===== src/shared/csr_pkg.sv =====
// Constants and types for the core special register block.
package csr_pkg;
  localparam int unsigned IDX_W   = 7;
  localparam int unsigned ADDR_W  = 9;
  localparam int unsigned IDX_LSB = 2;
  localparam int unsigned PC_W    = 10;
  localparam int unsigned STK_D   = 2;
  localparam int unsigned PORT_W  = 6;
  localparam int unsigned GEN_N   = 64;
  localparam int unsigned SEL_W   = 6;

  localparam logic [IDX_W-1:0] IDX_INDIRECT = 7'h00;
  localparam logic [IDX_W-1:0] IDX_TIMER    = 7'h01;
  localparam logic [IDX_W-1:0] IDX_PCLOW    = 7'h02;
  localparam logic [IDX_W-1:0] IDX_FLAGS    = 7'h03;
  localparam logic [IDX_W-1:0] IDX_POINTER  = 7'h04;
  localparam logic [IDX_W-1:0] IDX_PORT     = 7'h06;
  localparam logic [IDX_W-1:0] IDX_GEN_SOLO = 7'h07;
  localparam logic [IDX_W-1:0] IDX_POWER    = 7'h08;
  localparam logic [IDX_W-1:0] IDX_GEN_BASE = 7'h10;
  localparam logic [IDX_W-1:0] IDX_GEN_LAST = 7'h3f;
  localparam logic [IDX_W-1:0] IDX_TMODE    = 7'h40;
  localparam logic [SEL_W-1:0] PTR_NULL     = 6'h00;

  localparam logic [7:0]      RST_FLAGS   = 8'h18;
  localparam logic [7:0]      RST_POINTER = 8'hc0;
  localparam logic [7:0]      RST_TMODE   = 8'h3f;
  localparam logic [7:0]      RST_POWER   = 8'ha0;
  localparam logic [7:0]      POINTER_ONE = 8'hc0;
  localparam logic [7:0]      POWER_RW    = 8'he0;
  localparam logic [7:0]      TMODE_RW    = 8'h7f;
  localparam logic [5:0]      LATCH_RW    = 6'h37;
  localparam logic [7:0]      TIMER_MAX   = 8'hff;
  localparam logic [7:0]      PRESC_BASE  = 8'h02;
  localparam logic [7:0]      BYTE_ONE    = 8'h01;
  localparam logic [PC_W-1:0] PC_ONE      = 10'h001;

  localparam int unsigned FLG_CARRY = 0;
  localparam int unsigned FLG_DIGIT = 1;
  localparam int unsigned FLG_ZERO  = 2;
  localparam int unsigned FLG_PDOWN = 3;
  localparam int unsigned FLG_TOUT  = 4;
  localparam int unsigned FLG_PAGE  = 5;
  localparam int unsigned FLG_WAKE  = 7;
  localparam int unsigned TM_SRC    = 5;
  localparam int unsigned TM_EDGE   = 4;
  localparam int unsigned TM_ASSIGN = 3;
  localparam int unsigned TM_RATE_H = 2;
  localparam int unsigned PIN_EXT   = 2;
  localparam int unsigned PWR_WDT   = 7;
  localparam int unsigned PWR_EXT   = 6;
  localparam int unsigned PWR_LVD   = 5;
  localparam int unsigned NIB       = 4;

  typedef enum logic [6:0] {
    BR_NONE       = 7'h01,
    BR_SHORT_JUMP = 7'h02,
    BR_SHORT_CALL = 7'h04,
    BR_LONG_JUMP  = 7'h08,
    BR_LONG_CALL  = 7'h10,
    BR_RETURN     = 7'h20,
    BR_INT_RETURN = 7'h40
  } csr_branch_type;

  typedef enum logic [5:0] {
    ALU_NONE  = 6'h01,
    ALU_ADD   = 6'h02,
    ALU_SUB   = 6'h04,
    ALU_ROR   = 6'h08,
    ALU_ROL   = 6'h10,
    ALU_LOGIC = 6'h20
  } csr_alu_type;
endpackage : csr_pkg


===== src/rtl/csr_core_regs.sv =====
// Special register set of the microcontroller core with its bus slave.
//
// Notes on behaviour
// - An indirect port access reaches the register chosen by the pointer.
// - Indirect access to the indirect port reads zero, writes change nothing.
// - Pointer bits five to zero select one of 64 registers.
// - Pointer bits seven and six always read as one.
// - The 8-bit timer counts instruction cycles or the pin, per source bit.
// - From the pin, the timer counts the rising or falling edge per edge bit.
// - Prescaler belongs to the timer when clear; timer writes then clear it.
// - Program counter is ten bits with a two-entry return stack.
// - Low counter byte is a register; bits nine and eight are hidden.
// - The counter advances by one each instruction unless loaded.
// - Short jump loads bits eight to zero, bit nine from the page flag.
// - Long jump and call load ten bits; the call also pushes.
// - Both return kinds pop the counter from the stack.
// - Flag writes lose to arithmetic updates; timeout and power-down never written.
// - Flag layout: carry, digit, zero, power-down, timeout, page, one general, wake type.
// - Carry from add, no-borrow on subtract, shifted bit on rotates.
// - Digit carry from the low nibble on add, nibble no-borrow on subtract.
// - Zero flag is set when a logic result is zero.
// - Power-down and timeout flags follow power-up, watchdog clear, sleep, timeout.
// - Wake type reads one after a port-change wake, zero after reset or any other wake.
// - Port reads give pin levels, writes go to the latch, top bits zero.
`timescale 1ns/1ps
module csr_core_regs
  import csr_pkg::*;
(
  // Clock, reset and enable.
  input  wire logic              CLOCK,
  input  wire logic              SYS_RST,
  input  wire logic              CLK_EN,
  // Avalon-MM register slave.
  input  wire logic [ADDR_W-1:0] AVS_ADDRESS,
  input  wire logic              AVS_READ,
  input  wire logic              AVS_WRITE,
  input  wire logic [31:0]       AVS_WRITEDATA,
  input  wire logic [3:0]        AVS_BYTEENABLE,
  output logic      [31:0]       AVS_READDATA,
  output logic                   AVS_WAITREQUEST,
  // Instruction execution side.
  input  wire logic              EXEC_VALID,
  input  csr_branch_type         EXEC_BRANCH,
  input  wire logic [PC_W-1:0]   EXEC_TARGET,
  input  csr_alu_type            ALU_OP,
  input  wire logic [7:0]        ALU_A,
  input  wire logic [7:0]        ALU_B,
  // Reset and power events.
  input  wire logic              EV_WDT_CLEAR,
  input  wire logic              EV_SLEEP,
  input  wire logic              EV_WDT_TIMEOUT,
  input  wire logic              EV_WAKE_PORT,
  input  wire logic              EV_WAKE_OTHER,
  // Port pins.
  input  wire logic [PORT_W-1:0] PORT_PIN,
  output logic      [PORT_W-1:0] PORT_OUT,
  // Core state.
  output logic      [PC_W-1:0]   PC_OUT,
  output logic      [7:0]        FLAGS_OUT,
  output logic      [7:0]        ALU_RESULT,
  output logic                   TIMER_OVF,
  output logic                   WDT_ENABLE,
  output logic                   EXT_INT_SELECT,
  output logic                   LVD_ENABLE
);

  typedef struct packed {
    logic [PORT_W-1:0]          pin_meta;
    logic [PORT_W-1:0]          pin_sync;
    logic                       ext_prev;
    logic [7:0]                 timer;
    logic [7:0]                 presc;
    logic                       ovf;
    logic [7:0]                 tmode;
    logic [7:0]                 flags;
    logic [7:0]                 ptr;
    logic [PORT_W-1:0]          latch;
    logic [7:0]                 power;
    logic [PC_W-1:0]            pc;
    logic [STK_D-1:0][PC_W-1:0] stack;
    logic [GEN_N-1:0][7:0]      gen;
    logic                       ack;
    logic [7:0]                 rdata;
    logic [7:0]                 alu_res;
  } csr_state_type;

  csr_state_type state_q;
  csr_state_type state_d;

  ////////////////////////////////////////////////////////////////////////////
  function automatic logic is_gen(input logic [IDX_W-1:0] i);
    return (i == IDX_GEN_SOLO) || ((i >= IDX_GEN_BASE) && (i <= IDX_GEN_LAST));
  endfunction : is_gen

  function automatic logic [7:0] rd_reg(input csr_state_type s,
                                        input logic [IDX_W-1:0] i);
    logic [7:0] v;
    v = 8'h00;
    if (is_gen(i)) begin
      v = s.gen[i[SEL_W-1:0]];
    end else begin
      unique case (i)
        IDX_TIMER:   v = s.timer;
        IDX_PCLOW:   v = s.pc[7:0];
        IDX_FLAGS:   v = s.flags;
        IDX_POINTER: v = s.ptr | POINTER_ONE;
        IDX_PORT:    v = {2'b00, s.pin_sync};
        IDX_POWER:   v = s.power | ~POWER_RW;
        IDX_TMODE:   v = s.tmode & TMODE_RW;
        default:     v = 8'h00;
      endcase
    end
    return v;
  endfunction : rd_reg

  ////////////////////////////////////////////////////////////////////////////
  logic              acc;
  logic [IDX_W-1:0]  idx;
  logic [IDX_W-1:0]  eff;
  logic [SEL_W-1:0]  slot;
  logic              ind_null;
  logic              bus_wr;
  logic [7:0]        wdata;
  logic              wr_timer;
  logic              wr_pcl;
  logic              wr_flags;
  logic              ext_edge;
  logic              src_evt;
  logic [7:0]        presc_mask;
  logic              tick;
  logic [8:0]        sum9;
  logic [8:0]        diff9;
  logic [NIB:0]      half9;
  logic              half_ok;
  logic [PC_W-1:0]   pc_next;
  logic              branching;

  assign acc       = AVS_READ | AVS_WRITE;
  assign idx       = AVS_ADDRESS[ADDR_W-1:IDX_LSB];
  assign slot      = state_q.ptr[SEL_W-1:0];
  assign ind_null  = (idx == IDX_INDIRECT) && (slot == PTR_NULL);
  assign eff       = (idx == IDX_INDIRECT) ? {1'b0, slot} : idx;
  assign bus_wr    = AVS_WRITE & state_q.ack & AVS_BYTEENABLE[0] & ~ind_null;
  assign wdata     = AVS_WRITEDATA[7:0];
  assign wr_timer  = bus_wr && (eff == IDX_TIMER);
  assign wr_pcl    = bus_wr && (eff == IDX_PCLOW);
  assign wr_flags  = bus_wr && (eff == IDX_FLAGS);
  // The pin edge is taken between the synchronised sample and its delayed copy.
  assign ext_edge  = state_q.tmode[TM_EDGE] ?
                     (state_q.ext_prev & ~state_q.pin_sync[PIN_EXT]) :
                     (~state_q.ext_prev & state_q.pin_sync[PIN_EXT]);
  assign src_evt   = state_q.tmode[TM_SRC] ? ext_edge : EXEC_VALID;
  assign presc_mask = (PRESC_BASE << state_q.tmode[TM_RATE_H:0]) - BYTE_ONE;
  assign tick      = src_evt && (state_q.tmode[TM_ASSIGN] ||
                     ((state_q.presc & presc_mask) == presc_mask));
  assign sum9      = {1'b0, ALU_A} + {1'b0, ALU_B};
  assign diff9     = {1'b0, ALU_A} - {1'b0, ALU_B};
  assign half9     = {1'b0, ALU_A[NIB-1:0]} + {1'b0, ALU_B[NIB-1:0]};
  assign half_ok   = ALU_A[NIB-1:0] >= ALU_B[NIB-1:0];
  assign pc_next   = state_q.pc + PC_ONE;
  assign branching = EXEC_VALID && (EXEC_BRANCH != BR_NONE);

  ////////////////////////////////////////////////////////////////////////////
  always_comb begin
    state_d          = state_q;
    state_d.ovf      = 1'b0;
    state_d.ack      = acc & ~state_q.ack;
    state_d.pin_meta = PORT_PIN;
    state_d.pin_sync = state_q.pin_meta;
    state_d.ext_prev = state_q.pin_sync[PIN_EXT];
    if (acc && !state_q.ack) begin
      state_d.rdata = ind_null ? 8'h00 : rd_reg(state_q, eff);
    end

    // Prescaler and counter.
    if (src_evt && !state_q.tmode[TM_ASSIGN]) begin
      state_d.presc = state_q.presc + BYTE_ONE;
    end
    if (tick) begin
      state_d.timer = state_q.timer + BYTE_ONE;
      state_d.ovf   = (state_q.timer == TIMER_MAX);
    end
    if (wr_timer) begin
      state_d.timer = wdata;
      if (!state_q.tmode[TM_ASSIGN]) begin
        state_d.presc = '0;
      end
    end

    // Program counter and stack.
    if (EXEC_VALID) begin
      unique case (EXEC_BRANCH)
        BR_NONE: begin
          state_d.pc = pc_next;
        end
        BR_SHORT_JUMP: begin
          state_d.pc = {state_q.flags[FLG_PAGE], EXEC_TARGET[8:0]};
        end
        BR_SHORT_CALL: begin
          state_d.pc = {state_q.flags[FLG_PAGE], 1'b0, EXEC_TARGET[7:0]};
          state_d.stack = {state_q.stack[0], pc_next};
        end
        BR_LONG_JUMP: begin
          state_d.pc = EXEC_TARGET;
        end
        BR_LONG_CALL: begin
          state_d.pc    = EXEC_TARGET;
          state_d.stack = {state_q.stack[0], pc_next};
        end
        BR_RETURN, BR_INT_RETURN: begin
          state_d.pc       = state_q.stack[0];
          state_d.stack[0] = state_q.stack[1];
        end
        default: begin
          state_d.pc = pc_next;
        end
      endcase
    end
    if (wr_pcl && !branching) begin
      state_d.pc[7:0] = wdata;
    end

    // Bus writes to flags come first so that hardware updates win.
    if (wr_flags) begin
      state_d.flags[FLG_WAKE:FLG_PAGE] = wdata[FLG_WAKE:FLG_PAGE];
      if (ALU_OP == ALU_NONE) begin
        state_d.flags[FLG_ZERO:FLG_CARRY] = wdata[FLG_ZERO:FLG_CARRY];
      end
    end

    unique case (ALU_OP)
      ALU_NONE: begin
      end
      ALU_ADD: begin
        state_d.alu_res          = sum9[7:0];
        state_d.flags[FLG_CARRY] = sum9[8];
        state_d.flags[FLG_DIGIT] = half9[NIB];
        state_d.flags[FLG_ZERO]  = (sum9[7:0] == 8'h00);
      end
      ALU_SUB: begin
        state_d.alu_res          = diff9[7:0];
        state_d.flags[FLG_CARRY] = ~diff9[8];
        state_d.flags[FLG_DIGIT] = half_ok;
        state_d.flags[FLG_ZERO]  = (diff9[7:0] == 8'h00);
      end
      ALU_ROR: begin
        state_d.alu_res          = {state_q.flags[FLG_CARRY], ALU_A[7:1]};
        state_d.flags[FLG_CARRY] = ALU_A[0];
      end
      ALU_ROL: begin
        state_d.alu_res          = {ALU_A[6:0], state_q.flags[FLG_CARRY]};
        state_d.flags[FLG_CARRY] = ALU_A[7];
      end
      ALU_LOGIC: begin
        state_d.alu_res         = ALU_A;
        state_d.flags[FLG_ZERO] = (ALU_A == 8'h00);
      end
      default: begin
      end
    endcase

    // Clearing events are applied before setting events.
    if (EV_SLEEP) begin
      state_d.flags[FLG_PDOWN] = 1'b0;
    end
    if (EV_WDT_TIMEOUT) begin
      state_d.flags[FLG_TOUT] = 1'b0;
    end
    if (EV_WDT_CLEAR) begin
      state_d.flags[FLG_PDOWN] = 1'b1;
    end
    if (EV_WDT_CLEAR || EV_SLEEP) begin
      state_d.flags[FLG_TOUT] = 1'b1;
    end
    if (EV_WAKE_OTHER) begin
      state_d.flags[FLG_WAKE] = 1'b0;
    end
    if (EV_WAKE_PORT) begin
      state_d.flags[FLG_WAKE] = 1'b1;
    end

    // Remaining register writes.
    if (bus_wr) begin
      if (is_gen(eff)) begin
        state_d.gen[eff[SEL_W-1:0]] = wdata;
      end
      unique case (eff)
        IDX_POINTER: state_d.ptr   = wdata | POINTER_ONE;
        IDX_PORT:    state_d.latch = wdata[PORT_W-1:0] & LATCH_RW;
        IDX_POWER:   state_d.power = wdata & POWER_RW;
        IDX_TMODE:   state_d.tmode = wdata & TMODE_RW;
        default: begin
        end
      endcase
    end
  end

  always_ff @(posedge CLOCK) begin
    if (SYS_RST) begin
      state_q       <= '0;
      state_q.flags <= RST_FLAGS;
      state_q.ptr   <= RST_POINTER;
      state_q.tmode <= RST_TMODE;
      state_q.power <= RST_POWER;
    end else if (CLK_EN) begin
      state_q <= state_d;
    end
  end

  ////////////////////////////////////////////////////////////////////////////
  assign AVS_WAITREQUEST = acc & ~state_q.ack;
  assign AVS_READDATA    = {24'h000000, state_q.rdata};
  assign PORT_OUT        = state_q.latch;
  assign PC_OUT          = state_q.pc;
  assign FLAGS_OUT       = state_q.flags;
  assign ALU_RESULT      = state_q.alu_res;
  assign TIMER_OVF       = state_q.ovf;
  assign WDT_ENABLE      = state_q.power[PWR_WDT];
  assign EXT_INT_SELECT  = state_q.power[PWR_EXT];
  assign LVD_ENABLE      = state_q.power[PWR_LVD];

  ////////////////////////////////////////////////////////////////////////////
  logic rd_done;
  assign rd_done = AVS_READ && !AVS_WAITREQUEST;
endmodule : csr_core_regs


===== config.mk =====
export PLATFORM = sky130hd
export DESIGN_NAME = csr_core_regs
export DESIGN_NICKNAME = d
export VERILOG_FILES = /design/src/shared/csr_pkg.sv /design/src/rtl/csr_core_regs.sv
export SDC_FILE = /design/constraint.sdc
export NUM_CORES = 2
export LEC_CHECK = 0
export BUFFER_PORTS_ARGS = -buffer_cell sky130_fd_sc_hd__buf_2
export CORE_UTILIZATION = 49
export DETAILED_ROUTE_END_ITERATION = 10
export PLACE_DENSITY_LB_ADDON = 0.3
export SETUP_SLACK_MARGIN = 0.1
export SLEW_MARGIN = 20
export SYNTH_ARGS = -nofsm -noshare
export SYNTH_HDL_FRONTEND = slang
export SYNTH_SLANG_ARGS = --single-unit

===== constraint.sdc =====
create_clock -name CLOCK -period 3.5 [get_ports CLOCK]
set_input_delay 0.525 -clock CLOCK [delete_from_list [all_inputs] [get_ports CLOCK]]
set_output_delay 0.525 -clock CLOCK [all_outputs]
set_load 0.03 [all_outputs]

==> reports/qor.yml <==
pwr:
  ir_worst_vdd_mv: 0.3571
  p_leak_nw: 11.61
  powerDensity_nw_per_um2: 490.7
worst_setup_path:
  path_depth: 9
  crit_path_end_kind: "flip-flop"
  timing_worst_setup_path_type: "reg -> reg"
  required_ns: 4.01
  max_stage_delay_ns: 0.47
  crit_family: "compound AO/OA/AOI/OAI gates"
  path_cells: "nor2b_1 > a31o_2 > buf_12 > or3_1 > nor3_1 > a211oi_1 > o21ai_0 > a211o_1 > o32ai_1"
  worstRegToRegCells: 9
  cpMaxStageDelayCell: "dfxtp_1"
  rrSetupSlack_ns: 0.51
  crit_fanout: 22
  start_kind: "flip-flop"
  crit_arrival_ns: 3.50
  path_buf_inv: 1
timing:
  setup_ws_ns: 0.5141
  setup_viol_count_final: 0
  period_share: 0.8531
  slew_violations: 0
  maxSlewHeadroom: 0.3156
  tightestPinTransition_ns: 1.027
  finalClockSkew_ns: 0.03257
  fmax_mhz: 334.9
  period_minus_slack_ns: 2.986
  finalHoldViolCount: 0
  rsz0062_at_grt: "no"
routing:
  drcViolationCount: 0
  drtIter0Drc: 2883
  postRouteAntennaNets: 0
  routed_via_density: 6.149
  wl_per_cell_microns: 21.44
  wl_mm: 88.28
  vias: 25314
  dr.pass1.iters: 6
clocking:
  cts_tree: "yes"
  post_cts_buffers: 0
  cts-root-buf: "clkbuf_16"
  worstSkewPairLatency_ns: 0.62
  numCtsBuffers: 68
  cts_resized: 0
  cts_hold_buf: 0
  clockBufferDepth: 3
  cts.sinks: 618
  path_clk_slew_ns: 0.06
  cts_max_level: 3
worst_hold_path:
  hold_depth: 3
  hold_path_class: "in -> reg"
logic_synthesis:
  ys_seq_area_frac: 0.4411
  ys_top_cells_by_area: "dfxtp_1 44%, mux2i_1 9.5%, nor2_1 5.8%"
  synth-edff-count: 0
  ys_warn_count: 0
  synth_top_flop_cell: "dfxtp_1"
  synth_top_cell_by_area: "dfxtp_1"
  syn_area_sq_um: 28050
  synth_top_area_share: 0.4411
  synth_cell_types: 81
  synthCells: 3274
  async_flop_share: 0
  synth.avg_cell_area_sq_um: 8.567
  ys_ff_latch: 618
placement:
  portBuffers: 115
  place_ws_ns: -0.01809
  place_congestion: 0.9105
  dpl.cell_count: 3994
  place_hpwl_mm: 57.86
  dpl-instance-area_sq_um: 29710
final_layout:
  final_util: 0.5655
  drive_above_1_share: 0.1399
  stdcell_count: 4117
  design_area_sq_um: 31950
  area_growth_pct: 13.91
  nNetsFinal: 3431
floorplan:
  ioPinCount: 170
  core_area_sq_um: 56500
  start_util: 0.4965
  dieWidth_microns: 241.3
  die_y_microns: 241.3
  fp-row-count: 87
  die_area_sq_um: 58200
grt:
  grt_overflow_total: 0
  grt_pass1_vias: 23968
  antenna_found_initial: 9
  grt_max_degree: 176
  grt_pass1_wl_mm: 136.2
  grt_usage: 0.2979
run_status:
  outcome: "completed"
job:
  cap_violations: 0
[stage by stage]
stage | hold WS (ns) | TNS [ns] | total power, mW
floorplan | 0.4160 | 0 | 8.134
global placement | 0.4236 | 0 | 8.613
detailed placement | 0.4382 | -0.02263 | 8.630
CTS | 0.1479 | 0 | 15.70
global route | 0.1655 | 0 | 16.10
finish | 0.1637 | 0 | 15.68
[logic make-up after synthesis]
group                    synth area share
AND/OR/NAND/NOR                    0.1744
XOR/XNOR                         0.007807
adder cells (fa/ha/maj)           0.01035
AO/OA/AOI/OAI                      0.2073
other                           0.0001337
buffers and inverters             0.06201
multiplexers                      0.09694
flip-flops                         0.4411
[sequential cells by signal, indices dropped and copies added (netlist names), named ones only]
name / count
PORT_OUT: 5
state_d: 7
state_q: 557
FLAGS_OUT: 8
PC_OUT: 10
ALU_RESULT: 8
TIMER_OVF: 1
AVS_READDATA: 8
EXT_INT_SELECT: 1
slot: 6
WDT_ENABLE: 1
LVD_ENABLE: 1
[path summary, 6_finish.rpt]
path | from | end
worst max-delay path | slot[2] | AVS_READDATA[4]
worst min-delay path | PORT_PIN[2] | state_d[617]
worst max register to register | slot[2] | AVS_READDATA[4]
worst min register to register | state_q[35] | state_q[35]
[per-layer routing]
layer,routed length [microns],vias to the layer above,global-route usage
met1,37820,12333,0.4035
met2,40520,1148,0.4727
li1,-,11615,-
met4,3001,14,0.1151
met5,80,-,0
met3,6865,204,0.05128
[cell usage after synthesis, types with 16 or more instances]
| cell | number |
|---|---|
| nor2_1 | 430 |
| o22a_1 | 24 |
| o22ai_1 | 157 |
| buf_2 | 22 |
| clkbuf_1 | 226 |
| buf_1 | 33 |
| nor3_1 | 33 |
| and3_1 | 16 |
| nand2_1 | 233 |
| o221ai_1 | 87 |
| o21ai_0 | 250 |
| dfxtp_1 | 618 |
| nand3_1 | 32 |
| ha_1 | 20 |
| nor2b_1 | 132 |
| a21oi_1 | 241 |
| mux2i_1 | 266 |
| nand2b_1 | 16 |
| inv_1 | 37 |
| buf_4 | 66 |
| o211ai_1 | 17 |
| a22oi_1 | 32 |
[cell usage in the layout (no fill, tap or decap), types with 14 or more instances in the layout]
| cell type | Yosys | routed |
|---|---|---|
| a211oi_1 | 14 | 14 |
| a21oi_1 | 241 | 241 |
| a22oi_1 | 32 | 32 |
| and3_1 | 16 | 16 |
| buf_12 | 0 | 19 |
| buf_2 | 22 | 114 |
| buf_4 | 66 | 155 |
| clkbuf_16 | 0 | 70 |
| clkbuf_8 | 0 | 17 |
| conb_1 | 1 | 25 |
| dfxtp_1 | 618 | 618 |
| ha_1 | 20 | 20 |
| inv_1 | 37 | 37 |
| mux2i_1 | 266 | 266 |
| nand2_1 | 233 | 233 |
| nand2b_1 | 16 | 16 |
| nand3_1 | 32 | 32 |
| nor2_1 | 430 | 430 |
| nor2b_1 | 132 | 132 |
| nor3_1 | 33 | 32 |
| o211ai_1 | 17 | 17 |
| o21ai_0 | 250 | 250 |
| o221ai_1 | 87 | 87 |
| o22a_1 | 24 | 24 |
| o22ai_1 | 157 | 157 |
[cell type report]
cell class                      instances  area, sq um
Sequential cell                       618        12370
Clock buffer                           98         2027
Tap cell                              756        945.9
Timing Repair Buffer                  289         2130
Antenna cell                            2        5.005
Fill cell                            4885        24550
Inverter                               37        138.9
Multi-Input combinational cell       2294        14130
Clock inverter                         23        205.2
[worst reg2reg max path, stage by stage (launching register included)]
cell and delay (ns):
dfxtp_1 0.47, nor2b_1 0.31, a31o_2 0.31, buf_12 0.24, or3_1 0.42, nor3_1 0.11, a211oi_1 0.30, o21ai_0 0.14
a211o_1 0.32, o32ai_1 0.28
[report_power, final]
group          switching (mW)  internal [mW]  total, mW
registers              0.0426           7.06       7.10
logic                   0.981          0.428       1.41
clock network            2.98           4.19       7.16
total                    4.00           11.7       15.7
(Power assumes the default switching activity.)
